==> config.mk <==
export PLATFORM = sky130hd
export DESIGN_NAME = fesq_host
export DESIGN_NICKNAME = d
export VERILOG_FILES = /design/src/verilog/fesq_pkg.sv /design/src/verilog/fesq_cycle.sv /design/src/verilog/fesq_host.sv
export SDC_FILE = /design/constraint.sdc
export NUM_CORES = 1
export LEC_CHECK = 0
export ABC_CLOCK_PERIOD_IN_PS = 5860
export BUFFER_PORTS_ARGS = -buffer_cell sky130_fd_sc_hd__buf_2
export CAP_MARGIN = 20
export CORE_MARGIN = 2
export CORE_UTILIZATION = 48
export CTS_BUF_LIST = sky130_fd_sc_hd__clkbuf_16
export CTS_CLUSTER_DIAMETER = 200
export DETAILED_ROUTE_END_ITERATION = 10
export PLACE_DENSITY = 0.69
export SYNTH_ARGS = -nofsm -noshare
export SYNTH_HDL_FRONTEND = slang
export SYNTH_HIERARCHICAL = 1
export SYNTH_SLANG_ARGS = --single-unit
==> constraint.sdc <==
create_clock -name clk -period 5.86 [get_ports clk]
set_input_delay 0.879 -clock clk [delete_from_list [all_inputs] [get_ports clk]]
set_output_delay 0.879 -clock clk [all_outputs]
set_load 0.1 [all_outputs]
==> src/verilog/fesq_pkg.sv <==
// constants and types for the flash erase/program sequencer host controller
// assumes a 100 MHz system clock and a byte-wide flash on asynchronous strobes
package fesq_pkg;
   localparam int CLK_MHZ   = 100;
   // bus cycle timing, in ns as figures, then rounded up to cycles
   localparam int T_WE_NS   = 50;
   localparam int T_RD_NS   = 120;
   localparam logic [3:0] WE_CYC = 4'((T_WE_NS * CLK_MHZ + 999) / 1000);
   localparam logic [3:0] RD_CYC = 4'((T_RD_NS * CLK_MHZ + 999) / 1000);
   // sector load window and suspend latency, in us, then in cycles
   localparam int T_LOAD_US = 80;
   localparam int T_SUSP_US = 100;
   localparam int LOAD_CYC_DEF = T_LOAD_US * CLK_MHZ;
   localparam int SUSP_CYC_DEF = T_SUSP_US * CLK_MHZ;

   // unlock pattern and command codes
   localparam logic [19:0] UNLOCK1_ADDR = 20'h00555;
   localparam logic [19:0] UNLOCK2_ADDR = 20'h002aa;
   localparam logic [7:0]  UNLOCK1_DATA = 8'haa;
   localparam logic [7:0]  UNLOCK2_DATA = 8'h55;
   localparam logic [7:0]  CMD_SETUP    = 8'h80;
   localparam logic [7:0]  CMD_SECTOR   = 8'h30;
   localparam logic [7:0]  CMD_SUSPEND  = 8'hb0;
   localparam logic [7:0]  CMD_RESUME   = 8'h30;
   localparam logic [7:0]  CMD_PROGRAM  = 8'ha0;
   localparam logic [7:0]  CMD_RESET    = 8'hf0;

   // status byte bit positions
   localparam int DATA_POLL_BIT    = 7;
   localparam int TOGGLE_BIT_ONE   = 6;
   localparam int TIMEOUT_FLAG_BIT = 5;
   localparam int ERASE_WINDOW_BIT = 3;
   localparam int SECTOR_TOGGLE_BIT = 2;

   // sequence lengths in bus writes
   localparam logic [2:0] LEN_PROGRAM = 3'h4;
   localparam logic [2:0] LEN_ERASE   = 3'h6;
   localparam logic [2:0] LEN_SINGLE  = 3'h1;

   // register offsets
   localparam logic [11:0] REG_CTRL   = 12'h000;
   localparam logic [11:0] REG_ADDR   = 12'h004;
   localparam logic [11:0] REG_WDATA  = 12'h008;
   localparam logic [11:0] REG_STATUS = 12'h00c;
   localparam logic [11:0] REG_RDATA  = 12'h010;

   // status register field positions
   localparam int ST_BUSY    = 0;
   localparam int ST_DONE    = 1;
   localparam int ST_FAIL    = 2;
   localparam int ST_REFUSED = 3;
   localparam int ST_WINDOW  = 4;
   localparam int ST_SUSP    = 5;
   localparam int ST_ERASING = 6;
   localparam int ST_BYTE_LO = 8;

   typedef enum logic [2:0] {
      OP_READ    = 3'b000,
      OP_PROGRAM = 3'b001,
      OP_ERASE   = 3'b010,
      OP_ADD     = 3'b011,
      OP_SUSPEND = 3'b100,
      OP_RESUME  = 3'b101,
      OP_RESET   = 3'b110,
      OP_POLL    = 3'b111
   } fesq_op_t;
endpackage

==> src/verilog/fesq_cycle.sv <==
// one flash bus cycle, write or read, with strobe timing from fesq_pkg
// assumes flash data input is synchronous to clk; start is held until done
`timescale 1ns/100ps
module fesq_cycle
   import fesq_pkg::*;
(
   input  wire logic        clk,
   input  wire logic        rst_n,
   input  wire logic        en,
   input  wire logic        req,
   input  wire logic        is_write,
   input  wire logic [19:0] addr,
   input  wire logic [7:0]  wdata,
   output logic             done,
   output logic [7:0]       rdata,
   output logic             flash_ce_n,
   output logic             flash_we_n,
   output logic             flash_oe_n,
   output logic [19:0]      flash_addr,
   output logic [7:0]       flash_dq_o,
   output logic             flash_dq_oe_n,
   input  wire logic [7:0]  flash_dq_i
);
   typedef enum logic [1:0] {
      CY_IDLE  = 2'b00,
      CY_SETUP = 2'b01,
      CY_PULSE = 2'b10,
      CY_HOLD  = 2'b11
   } fesq_cy_t;

   fesq_cy_t   st_q;
   logic [3:0] cnt_q;
   logic       wr_q;

   assign done = (st_q == CY_HOLD);

   always_ff @(posedge clk or negedge rst_n) begin
      if (!rst_n) begin
         st_q          <= CY_IDLE;
         cnt_q         <= 4'h0;
         wr_q          <= 1'b0;
         flash_ce_n    <= 1'b1;
         flash_we_n    <= 1'b1;
         flash_oe_n    <= 1'b1;
         flash_addr    <= 20'h00000;
         flash_dq_o    <= 8'h00;
         flash_dq_oe_n <= 1'b1;
         rdata         <= 8'h00;
      end else if (en) begin
         case (st_q)
            CY_IDLE: begin
               if (req) begin
                  // address settles before the strobe falls
                  st_q          <= CY_SETUP;
                  wr_q          <= is_write;
                  flash_addr    <= addr;
                  flash_dq_o    <= wdata;
                  flash_dq_oe_n <= !is_write;
                  flash_ce_n    <= 1'b0;
               end
            end
            CY_SETUP: begin
               // falling edge of strobe: device latches address
               st_q       <= CY_PULSE;
               cnt_q      <= wr_q ? WE_CYC : RD_CYC;
               flash_we_n <= !wr_q; // RULE2
               flash_oe_n <= wr_q;
            end
            CY_PULSE: begin
               if (cnt_q <= 4'h1) begin
                  // rising edge of strobe: device latches data and starts
                  st_q       <= CY_HOLD;
                  flash_we_n <= 1'b1;
                  flash_oe_n <= 1'b1;
                  flash_ce_n <= 1'b1;
                  if (!wr_q) begin
                     rdata <= flash_dq_i;
                  end
               end else begin
                  cnt_q <= cnt_q - 4'h1;
               end
            end
            CY_HOLD: begin
               st_q          <= CY_IDLE;
               flash_dq_oe_n <= 1'b1;
            end
            default: st_q <= CY_IDLE;
         endcase
      end
   end
endmodule // fesq_cycle

==> src/verilog/fesq_host.sv <==
// host controller: apb registers order command sequences to a byte-wide flash
// assumes apb in the clk domain and flash strobes driven from fesq_cycle
// What this block does
// RULE1 - erase needs six writes ending 30H
// RULE2 - sector address held across strobe
// RULE3 - add sectors within load window
// RULE4 - other writes abort load window
// RULE5 - erase self-timed, no host control
// RULE6 - erase done: poll 1, toggle steady
// RULE7 - suspend only during sector erase
// RULE8 - suspend completes within time limit
// RULE9 - suspended: read, resume, program only; reset also accepted while suspended
// RULE10 - resume only after accepted suspend
// RULE11 - program: two unlocks, A0H, data
// RULE12 - program strobe rise starts programming
// RULE13 - program done: toggle steady, bits match
// RULE14 - timeout flag marks failure
// RULE15 - program poll bit complemented until done
// RULE16 - erase poll bit 0 until done
// RULE17 - polling valid in load window
// RULE18 - suspended sector shows fixed status
// RULE19 - suspend program toggles bit
// RULE20 - other sectors read array data
// RULE21 - window bit high once erasing
// RULE22 - reset code aborts failed operation
// RULE23 - fixed unlock address/data pairs
// RULE24 - top four address bits select sector
// RULE25 - reads during algorithm give status
//
// The implementer's own choices: the APB interface to the registers and the address map.
`timescale 1ns/100ps
module fesq_host
   import fesq_pkg::*;
#(
   parameter int LOAD_CYC = LOAD_CYC_DEF,
   parameter int SUSP_CYC = SUSP_CYC_DEF
)
(
   input  wire logic        clk,
   input  wire logic        resetn,
   input  wire logic        en,
   input  wire logic        psel,
   input  wire logic        penable,
   input  wire logic        pwrite,
   input  wire logic [11:0] paddr,
   input  wire logic [31:0] pwdata,
   output logic [31:0]      prdata,
   output logic             pready,
   output logic             pslverr,
   output logic             flash_ce_n,
   output logic             flash_we_n,
   output logic             flash_oe_n,
   output logic [19:0]      flash_addr,
   output logic [7:0]       flash_dq_o,
   output logic             flash_dq_oe_n,
   input  wire logic [7:0]  flash_dq_i
);
   typedef enum logic [2:0] {
      ST_IDLE   = 3'b000,
      ST_WR     = 3'b001,
      ST_RD_A   = 3'b010,
      ST_RD_B   = 3'b011,
      ST_RD_ONE = 3'b100
   } fesq_st_t;
   function automatic logic [2:0] seq_len(input fesq_op_t op);
      case (op)
         OP_PROGRAM: seq_len = LEN_PROGRAM;
         OP_ERASE:   seq_len = LEN_ERASE;
         default:    seq_len = LEN_SINGLE;
      endcase
   endfunction
   function automatic logic [27:0] seq_word(input fesq_op_t op, input logic [2:0] step,
                                            input logic [19:0] a, input logic [7:0] d);
      logic [7:0] code;
      case (op)
         OP_ADD:     code = CMD_SECTOR;
         OP_SUSPEND: code = CMD_SUSPEND;
         OP_RESUME:  code = CMD_RESUME;
         default:    code = CMD_RESET;
      endcase
      if (op == OP_PROGRAM || op == OP_ERASE) begin
         case (step)
            3'h0:    seq_word = {UNLOCK1_ADDR, UNLOCK1_DATA}; // RULE23
            3'h1:    seq_word = {UNLOCK2_ADDR, UNLOCK2_DATA}; // RULE23
            3'h2:    seq_word = {UNLOCK1_ADDR, (op == OP_PROGRAM) ? CMD_PROGRAM : CMD_SETUP}; // RULE1 RULE11
            3'h3:    seq_word = (op == OP_PROGRAM) ? {a, d} : {UNLOCK1_ADDR, UNLOCK1_DATA}; // RULE11 RULE12
            3'h4:    seq_word = {UNLOCK2_ADDR, UNLOCK2_DATA};
            default: seq_word = {a, CMD_SECTOR}; // RULE1 RULE24
         endcase
      end else begin
         seq_word = {a, code};
      end
   endfunction
   logic [1:0]  rst_sync_q;
   fesq_st_t    st_q;
   fesq_op_t    op_q, new_op;
   logic [2:0]  step_q;
   logic [19:0] addr_q;
   logic [7:0]  wdata_q, rd_a_q, rdata_q, stat_byte_q, eng_rdata;
   logic [15:0] win_cnt_q, poll_cnt_q;
   logic [27:0] word;
   logic        rst_n, tmo_seen_q, erasing_q, suspended_q, done_q, fail_q, refused_q;
   logic        eng_req, eng_done, apb_wr, wr_ctrl, accept, legal, window_open, wr_last;
   logic        eval, steady, pass_cond, fin_ok, fin_bad, mapped;
   always_ff @(posedge clk or negedge resetn) begin
      if (!resetn) begin
         rst_sync_q <= 2'b00;
      end else begin
         rst_sync_q <= {rst_sync_q[0], 1'b1};
      end
   end
   assign rst_n = rst_sync_q[1];
   assign new_op      = fesq_op_t'(pwdata[2:0]);
   assign apb_wr      = psel && penable && pwrite;
   assign wr_ctrl     = apb_wr && (paddr == REG_CTRL);
   assign window_open = erasing_q && !suspended_q && (win_cnt_q < 16'(LOAD_CYC)); // RULE3 RULE17
   always_comb begin
      case (new_op)
         OP_READ:    legal = 1'b1; // RULE20 RULE25
         OP_PROGRAM: legal = !erasing_q || suspended_q; // RULE9 RULE4
         OP_ERASE:   legal = !erasing_q; // RULE21
         OP_ADD:     legal = window_open; // RULE3
         OP_SUSPEND: legal = erasing_q && !suspended_q; // RULE7
         OP_RESUME:  legal = suspended_q; // RULE10
         OP_POLL:    legal = erasing_q && !suspended_q;
         default:    legal = 1'b1;
      endcase
   end
   assign accept = wr_ctrl && (st_q == ST_IDLE) && legal;
   assign eng_req = (st_q != ST_IDLE);
   assign word    = seq_word(op_q, step_q, addr_q, wdata_q);
   assign wr_last = (st_q == ST_WR) && eng_done && (step_q == seq_len(op_q) - 3'h1);
   assign eval   = (st_q == ST_RD_B) && eng_done;
   assign steady = (rd_a_q[TOGGLE_BIT_ONE] == eng_rdata[TOGGLE_BIT_ONE]); // RULE6 RULE13 RULE19
   always_comb begin
      case (op_q)
         OP_PROGRAM: pass_cond = (eng_rdata[7:6] == wdata_q[7:6]); // RULE13 RULE15
         OP_POLL:    pass_cond = eng_rdata[DATA_POLL_BIT]; // RULE6 RULE16
         default:    pass_cond = 1'b1; // RULE18
      endcase
   end
   assign fin_ok  = eval && steady && pass_cond;
   assign fin_bad = eval && ((steady && !pass_cond)
                    || (!steady && eng_rdata[TIMEOUT_FLAG_BIT] && tmo_seen_q) // RULE14
                    || (op_q == OP_SUSPEND && poll_cnt_q >= 16'(SUSP_CYC))); // RULE8
   always_ff @(posedge clk or negedge rst_n) begin
      if (!rst_n) begin
         st_q       <= ST_IDLE;
         op_q       <= OP_READ;
         step_q     <= 3'h0;
         rd_a_q     <= 8'h00;
         tmo_seen_q <= 1'b0;
      end else if (en) begin
         case (st_q)
            ST_IDLE: begin
               if (accept) begin
                  op_q       <= new_op;
                  step_q     <= 3'h0;
                  tmo_seen_q <= 1'b0;
                  st_q       <= (new_op == OP_READ) ? ST_RD_ONE : (new_op == OP_POLL) ? ST_RD_A : ST_WR;
               end
            end
            ST_WR: begin
               if (wr_last) begin
                  st_q <= (op_q == OP_PROGRAM || op_q == OP_SUSPEND) ? ST_RD_A : ST_IDLE; // RULE5
               end else if (eng_done) begin
                  step_q <= step_q + 3'h1;
               end
            end
            ST_RD_A: begin
               if (eng_done) begin
                  rd_a_q <= eng_rdata;
                  st_q   <= ST_RD_B;
               end
            end
            ST_RD_B: begin
               if (fin_bad) begin
                  op_q   <= OP_RESET; // RULE22
                  step_q <= 3'h0;
                  st_q   <= ST_WR;
               end else if (fin_ok) begin
                  st_q <= ST_IDLE;
               end else if (eval) begin
                  tmo_seen_q <= tmo_seen_q || eng_rdata[TIMEOUT_FLAG_BIT]; // RULE14
                  st_q       <= ST_RD_A;
               end
            end
            ST_RD_ONE: begin
               if (eng_done) begin
                  st_q <= ST_IDLE;
               end
            end
            default: st_q <= ST_IDLE;
         endcase
      end
   end
   always_ff @(posedge clk or negedge rst_n) begin
      if (!rst_n) begin
         erasing_q   <= 1'b0;
         suspended_q <= 1'b0;
         win_cnt_q   <= 16'h0000;
         poll_cnt_q  <= 16'h0000;
      end else if (en) begin
         if (accept && new_op == OP_ERASE) begin
            erasing_q <= 1'b1;
         end else if ((fin_ok && op_q == OP_POLL) || (wr_last && op_q == OP_RESET)) begin
            erasing_q <= 1'b0;
         end
         if (fin_ok && op_q == OP_SUSPEND) begin
            suspended_q <= 1'b1; // RULE8
         end else if (wr_last && (op_q == OP_RESUME || op_q == OP_RESET)) begin
            suspended_q <= 1'b0; // RULE10
         end
         if (wr_last && (op_q == OP_ERASE || op_q == OP_ADD)) begin
            win_cnt_q <= 16'h0000; // RULE3
         end else if (accept && new_op == OP_SUSPEND) begin
            win_cnt_q <= 16'(LOAD_CYC); // RULE8
         end else if (erasing_q && win_cnt_q < 16'(LOAD_CYC)) begin
            win_cnt_q <= win_cnt_q + 16'h0001;
         end
         if (accept) begin
            poll_cnt_q <= 16'h0000;
         end else if (st_q == ST_RD_A || st_q == ST_RD_B) begin
            poll_cnt_q <= poll_cnt_q + 16'h0001;
         end
      end
   end
   always_ff @(posedge clk or negedge rst_n) begin
      if (!rst_n) begin
         done_q    <= 1'b0;
         fail_q    <= 1'b0;
         refused_q <= 1'b0;
      end else if (en) begin
         done_q    <= (fin_ok || (wr_last && op_q != OP_PROGRAM && op_q != OP_SUSPEND)
                      || (st_q == ST_RD_ONE && eng_done))
                      || (done_q && !(apb_wr && paddr == REG_STATUS && pwdata[ST_DONE]));
         fail_q    <= fin_bad || (fail_q && !(apb_wr && paddr == REG_STATUS && pwdata[ST_FAIL]));
         refused_q <= (wr_ctrl && !accept)
                      || (refused_q && !(apb_wr && paddr == REG_STATUS && pwdata[ST_REFUSED]));
      end
   end
   always_ff @(posedge clk or negedge rst_n) begin
      if (!rst_n) begin
         rdata_q     <= 8'h00;
         stat_byte_q <= 8'h00;
      end else if (en) begin
         if (st_q == ST_RD_ONE && eng_done) begin
            rdata_q <= eng_rdata;
         end
         if (eval) begin
            stat_byte_q <= eng_rdata;
         end
      end
   end
   always_ff @(posedge clk or negedge rst_n) begin
      if (!rst_n) begin
         addr_q  <= 20'h00000;
         wdata_q <= 8'h00;
      end else if (en && apb_wr && st_q == ST_IDLE) begin
         if (paddr == REG_ADDR) begin
            addr_q <= pwdata[19:0];
         end
         if (paddr == REG_WDATA) begin
            wdata_q <= pwdata[7:0];
         end
      end
   end

   assign mapped  = (paddr == REG_CTRL) || (paddr == REG_ADDR) || (paddr == REG_WDATA)
                    || (paddr == REG_STATUS) || (paddr == REG_RDATA);
   assign pready  = 1'b1;
   assign pslverr = psel && penable && !mapped;
   always_ff @(posedge clk or negedge rst_n) begin
      if (!rst_n) begin
         prdata <= 32'h00000000;
      end else if (en && psel && !penable) begin
         prdata <= 32'h00000000;
         case (paddr)
            REG_CTRL:   prdata[2:0] <= op_q;
            REG_ADDR:   prdata[19:0] <= addr_q;
            REG_WDATA:  prdata[7:0] <= wdata_q;
            REG_STATUS: begin
               prdata[ST_BUSY]    <= (st_q != ST_IDLE);
               prdata[ST_DONE]    <= done_q;
               prdata[ST_FAIL]    <= fail_q;
               prdata[ST_REFUSED] <= refused_q;
               prdata[ST_WINDOW]  <= window_open;
               prdata[ST_SUSP]    <= suspended_q;
               prdata[ST_ERASING] <= erasing_q;
               prdata[ST_BYTE_LO +: 8] <= stat_byte_q;
            end
            REG_RDATA:  prdata[7:0] <= rdata_q;
            default:    prdata <= 32'h00000000;
         endcase
      end
   end
   fesq_cycle u_cycle (
      .clk (clk), .rst_n (rst_n), .en (en), .req (eng_req), .is_write (st_q == ST_WR),
      .addr ((st_q == ST_WR) ? word[27:8] : addr_q), .wdata (word[7:0]), .done (eng_done), .rdata (eng_rdata),
      .flash_ce_n (flash_ce_n), .flash_we_n (flash_we_n), .flash_oe_n (flash_oe_n), .flash_addr (flash_addr),
      .flash_dq_o (flash_dq_o), .flash_dq_oe_n (flash_dq_oe_n), .flash_dq_i (flash_dq_i)
   );
endmodule // fesq_host

==> results of run 1 <==
==> sequential cells by signal (all words and copies together), names as in the netlist, 2 cells and up <==
name	flops
addr_q	20
prdata	20
u_cycle/flash_addr	20
poll_cnt_q	16
win_cnt_q	16
rdata_q	8
stat_byte_q	8
u_cycle/flash_dq_o	8
u_cycle/rdata	8
wdata_q	8
u_cycle/cnt_q	4
op_q	3
st_q	3
step_q	3
rst_sync_q	2
u_cycle/st_q	2
==> worst max path at each step <==
stage	from	end	slack, ns	depth (start not counted)
finish	paddr[9]	pslverr	2.55	5
global route	paddr[9]	pslverr	2.45	5
CTS	paddr[9]	pslverr	2.58	5
detailed placement	paddr[9]	win_cnt_q[4]	2.17	7
global placement	paddr[9]	win_cnt_q[2]	2.21	7
floorplan	rst_sync_q[1]	addr_q[0]	1.05	0
==> per-layer routing <==
layer	vias up	part of all wire, %
met3	29	6.0
met2	207	43
li1	3010	-
met1	3192	49
met5	-	0
met4	0	1.9
==> cell type report <==
class | instances | area, um^2 | share of cell area [%]
clock buffers | 17 | 425 | 4.48
clock inverters | 15 | 159 | 1.67
inverters | 28 | 105 | 1.11
multi-input cells | 567 | 3930 | 41.4
flip-flops and latches | 161 | 4040 | 42.5
well taps | 225 | 282 | 2.97
repair buffers | 106 | 551 | 5.80
==> critical path: cells and delay by family <==
family	cells	cell delay (ns)
compound gates	1	0.12
buf+inv	2	0.42
simple gates	2	1.01
==> cells in the mapped netlist, drive strengths merged, types with 8 or more instances <==
library cell  number  area [um^2]
buf               24          154
dfrtp            157         3930
and2              15         93.8
mux2i             12          120
nor3              13         75.1
nand4             13         81.3
a221oi            16          140
a21o              14          105
nor2              74          280
clkbuf            29          109
a21oi             34          170
inv               27          101
ha                13          163
mux2              83          968
o21ai             43          215
and3               8         55.1
nand3             25          125
nand2             61          229
xor2              11         96.3
==> kinds of logic after synthesis <==
family | count (synthesis) | synth area share, %
buffers and inverters | 81 | 4.44
adders and majority gates | 13 | 1.96
and+or+nand+nor | 261 | 16.2
DFF | 161 | 48.7
other | 2 | 0.0906
xor gates and xnor gates | 17 | 1.80
AOI/OAI and AO/OA | 167 | 13.7
muxes | 95 | 13.1
==> per-stage QoR <==
stage / setup WS [ns] / instances / instance area, um^2 / utilization, %
6_report: 2.55 / 1119 / 9490 / 55.5
5_1_grt: 2.45 / 1119 / 9490 / 55.5
4_1_cts: 2.58 / 1119 / 9490 / 55.5
3_5_place_dp: 2.17 / 1087 / 8910 / 52.0
3_3_place_gp: 2.21 / 1087 / 8910 / 52.0
2_1_floorplan: 1.05 / 809 / 8330 / -
==> power breakdown <==
group          internal [mW]  switching (mW)  leakage, nW
Combinational          0.512            1.19         2.21
Sequential              1.35           0.269         2.12
Clock                  0.634           0.478        0.286
==> qor.txt, run 1 <==
Die ar.: 0.0183 mm^2
RSZ-0062 raised after global routing: false
R2R Path End: step_q[2]
# IOs: 124
Core area: 0.0171 mm^2
Num Clock Sinks: 161
Commonest non-fill, non-tap cells in the layout: dfrtp_1 (156), buf_2 (98), nor2_1 (73)
Yosys warning total: 6
Initial Util: 48.4%
Syn Inst Count: 797
Data required, critical path: 4.98 ns
Slew headroom: 41.5%
Hold/Removal Path Class: primary input to async pin
ANT cells: 0
Final ANT Viol Nets: 0
Ys async rst share: 100%
Detailed placement HPWL: 14.3 mm
Setup-failing EPs final: 0
Vias after detailed routing: 6,438
Kind of critical path: primary input to primary output
Fmax: 0.303 GHz
Port Buffer Count: 98
Cell variety after synth: 77
Setup tns final: 0 ns
Peak VDD IR: 0.441 mV
Max Cap Violations: 0
PD cells: 466 mW/mm^2
Vias per cell: 5.75
Met1 Resource Use GR: 34.3%
R2r startpoint: win_cnt_q[15]
Max stage delay on crit path: 0.54 ns
Syn avg cell area: 10.4 um^2
Worst-Skew Late Latency: 0.44 ns
CTS Buf Count: 17
Worst setup SP type: primary input
Critical path's slowest cell: or4_4
Vias in the first global route: 6,015
Root Buffer: clkbuf_16
Depth of the CTS H-tree: 4
Fill cell count: 1,526
Register bit total from synthesis: 161
Placement Rows: 48
Sequential share of the synthesized area: 48.7%
Slew @ Worst Pin: 0.874 ns
Wirelength per Cell: 18.1 um
Largest net degree at the start of global routing: 60
Number of synthesized flops with an enable pin: 0
GRT overflow: 0
WL final: 20.2 mm
DRC violations left: 0
First-pass GRT wire length: 32.3 mm
Initial antenna violation count: 0
Critical Path Sink Type: primary output
CTS resizes: 0
Clock period minus worst slack: 3.31 ns
GRT met2 Usage: 32.5%
Status: finished clean
GR Layer Usage met3: 4.86%
CP Cell Sequence: buf_2, or4_4, nor3_1, a21oi_1, buf_2
Reg2reg path depth: 6
GRT busiest layer: met1
Arr. time, crit path: 2.43 ns
Most frequent CP cell: buf_2
Die height: 135 um
Primary FF master, synth: dfrtp_1
Critical Path Fanout Max: 4
Fin nets: 952
Routability Congestion: 0.861
Area Overhead vs Synth: 14.5%
Total chip power: 4.43 mW
Leakage power: 4.62 nW
Tcrit/Tclk final: 56.4%
Bufs on Longest Clock Path: 2
Share of cells above drive strength 1: 26.4%
R2R Setup Slk: 2.96 ns
Die X: 135 um
Slew Viols, Final: 0
Mapped Area: 0.00829 mm^2
Commonest non-fill, non-tap cell in the layout: dfrtp_1
Initial DRC Count: 644
Hold slack: 0.214 ns
DR pass1 iterations: 6
CTS tree: yes
Hold buffer count at CTS: 0
Final hold vios: 0
Clk_skew: 0.0113 ns
Setup bufs post-CTS: 0
CTS clk-pin slew, worst paths: 0.07 ns
Global Route Usage Sum: 22.7%
(Power assumes the default switching activity.)
==> inputs of run 2 (changes only) <==
Settings changed: ABC_CLOCK_PERIOD_IN_PS 5860 to 3200.
Clock period 5.86 ns to 3.2 ns, I/O delays scaled along.
==> run 2 against run 1 <==
Die area unchanged. Hold slack got worse by 0.020 ns. Clock-buffer cell count unchanged. Critical endpoint is now op_q[1]. Largest cell class unchanged.
==> qor.txt, run 2 (same netlist as run 1, synthesis figures left out) <==
Clock period minus worst slack: 2.57 ns
Root Buffer: clkbuf_16
Vias per cell: 5.73 (-0.39%)
Core area: 0.0171 mm^2 (unchanged)
Max Cap Violations: 0 (unchanged)
Slew Viols, Final: 0 (unchanged)
CTS tree: yes
Slew @ Worst Pin: 0.897 ns (+0.0233 ns)
Critical Path Sink Type: flip-flop
Hold slack: 0.194 ns (-0.0197 ns)
CTS Buf Count: 17 (unchanged)
Initial DRC Count: 507 (-21%)
Hold/Removal Path Class: flip-flop to async pin
Worst-Skew Late Latency: 0.43 ns (about the same)
# IOs: 124 (unchanged)
CTS clk-pin slew, worst paths: 0.07 ns (about the same)
Status: finished clean
Die X: 135 um (unchanged)
GRT overflow: 0 (unchanged)
Vias after detailed routing: 6,493 (+0.85%)
First-pass GRT wire length: 33.0 mm (+2.2%)
Fin area: 0.00960 mm^2 (+1.1%)
Initial antenna violation count: 0 (unchanged)
Area Overhead vs Synth: 15.8%
Wirelength per Cell: 17.9 um (-0.85%)
Data required, critical path: 3.49 ns (-1.49 ns)
Setup tns final: 0 ns (unchanged)
Largest regs: addr_q x20, prdata x20, u_cycle/flash_addr x20
Placement Cell Area: 0.00902 mm^2 (+1.2%)
Final hold vios: 0 (unchanged)
Setup-failing EPs final: 0 (unchanged)
Final ANT Viol Nets: 0 (unchanged)
Die height: 135 um (unchanged)
DRC violations left: 0 (unchanged)
DR pass1 iterations: 4 (-2)
Largest net degree at the start of global routing: 81 (+35%)
Fmax: 0.389 GHz
Clk_skew: 0.00760 ns (-0.00367 ns)
ANT cells: 0 (unchanged)
Vias in the first global route: 6,242 (+3.8%)
WL final: 20.3 mm (+0.39%)
Worst setup SP type: flip-flop
Tcrit/Tclk final: 80.2%
Fin nets: 966 (+1.5%)
Slew headroom: 39.6% (-1.9 points)
Kind of critical path: flip-flop to flip-flop
Global Route Usage Sum: 23.1% (+0.43 points)
Peak VDD IR: 0.783 mV (+78%)
Port Buffer Count: 98 (unchanged)
Commonest non-fill, non-tap cell in the layout: dfrtp_1
RSZ-0062 raised after global routing: false
Leakage power: 4.69 nW (+1.6%)
Commonest non-fill, non-tap cells in the layout: dfrtp_1 (156), buf_2 (98), nor2_1 (73)
Arr. time, crit path: 2.85 ns (+0.42 ns)
Num Clock Sinks: 161 (unchanged)
Routability Congestion: 0.884 (+2.6%)
PD cells: 847 mW/mm^2 (+82%)
Critical Path Fanout Max: 15 (+11)
Initial Util: 48.4% (unchanged)
Bufs on Longest Clock Path: 2 (unchanged)
Setup bufs post-CTS: 0 (unchanged)
Share of cells above drive strength 1: 27.5% (+1.1 points)
Placement Rows: 48 (unchanged)
R2R Setup Slk: 0.63 ns (-2.33 ns)
Detailed placement HPWL: 14.6 mm (+2.0%)
Die ar.: 0.0183 mm^2 (unchanged)
Depth of the CTS H-tree: 4 (unchanged)
-- run 2: cell types whose count changed in the layout (fill, tap and decap cells not counted), sizes merged --
cell	previous run	this run
buf	106	119
clkinv	2	4
clkinvlp	3	1
bufinv	2	1
dlygate4sd3	0	1
inv	36	37
-- run 2: final timing paths --
kind                       depth (start not counted)                     to          start
max                                                6                op_q[1]        op_q[1]
min                                                0  u_cycle/flash_addr[8]  rst_sync_q[1]
max reg2reg                                        6                op_q[1]        op_q[1]
min reg2reg                                        0  u_cycle/flash_addr[8]  rst_sync_q[1]
max in group asynchronous                          1     u_cycle/flash_we_n  rst_sync_q[1]
min in group clk                                   2              addr_q[9]      pwdata[9]
-- run 2: what timing repair did --
item | CTS | global route
resized for setup | 0 | 0
endpoints found under the setup margin | 0 | 0
endpoints found under the hold margin | 2 | 0
hold buffers | 1 | 0
-- run 2: report_power, final --
group / leakage [nW] / internal [mW] / switching, mW / total [mW]
Sequential: 2.12 / 2.47 / 0.458 / 2.92
Clock: 0.286 / 1.10 / 0.899 / 2.00
Combinational: 2.28 / 0.991 / 2.22 / 3.21
Total: 4.69 / 4.55 / 3.58 / 8.13
-- run 2: critical path, stage by stage, from the launching register on --
cell and delay (ns):
dfrtp_1 0.58, or3b_2 0.54, a211oi_1 0.28, o21ai_0 0.17, a31oi_1 0.39, o21ai_0 0.28
mux2i_1 0.19
-- run 2: metrics by stage --
step	setup slack, ns	std cells	total power, mW	utilization (%)
6_report	0.632	1133	8.13	56.1
5_1_grt	0.433	1133	8.54	56.1
4_1_cts	0.673	1133	8.14	56.1
3_5_place_dp	0.301	1100	6.12	52.7
3_3_place_gp	0.325	1100	6.09	52.7
2_1_floorplan	0.285	809	5.41	-
-- run 2: cell type report --
type,instances,area [um^2]
clock buffer,17,425
clock inverter,15,146
fill,1504,7520
inverter,28,105
multi-input combinational,567,3930
sequential,161,4040
tap,225,282
timing repair buffer,120,671
-- run 2: per-layer routing --
layer  vias to the layer above  track usage (%)  wire [um]
li1                       3043                -          -
met4                         0             7.12        397
met5                         -                0          0
met1                      3207             34.4       9620
met2                       215             33.4       8960
met3                        28             5.46       1340
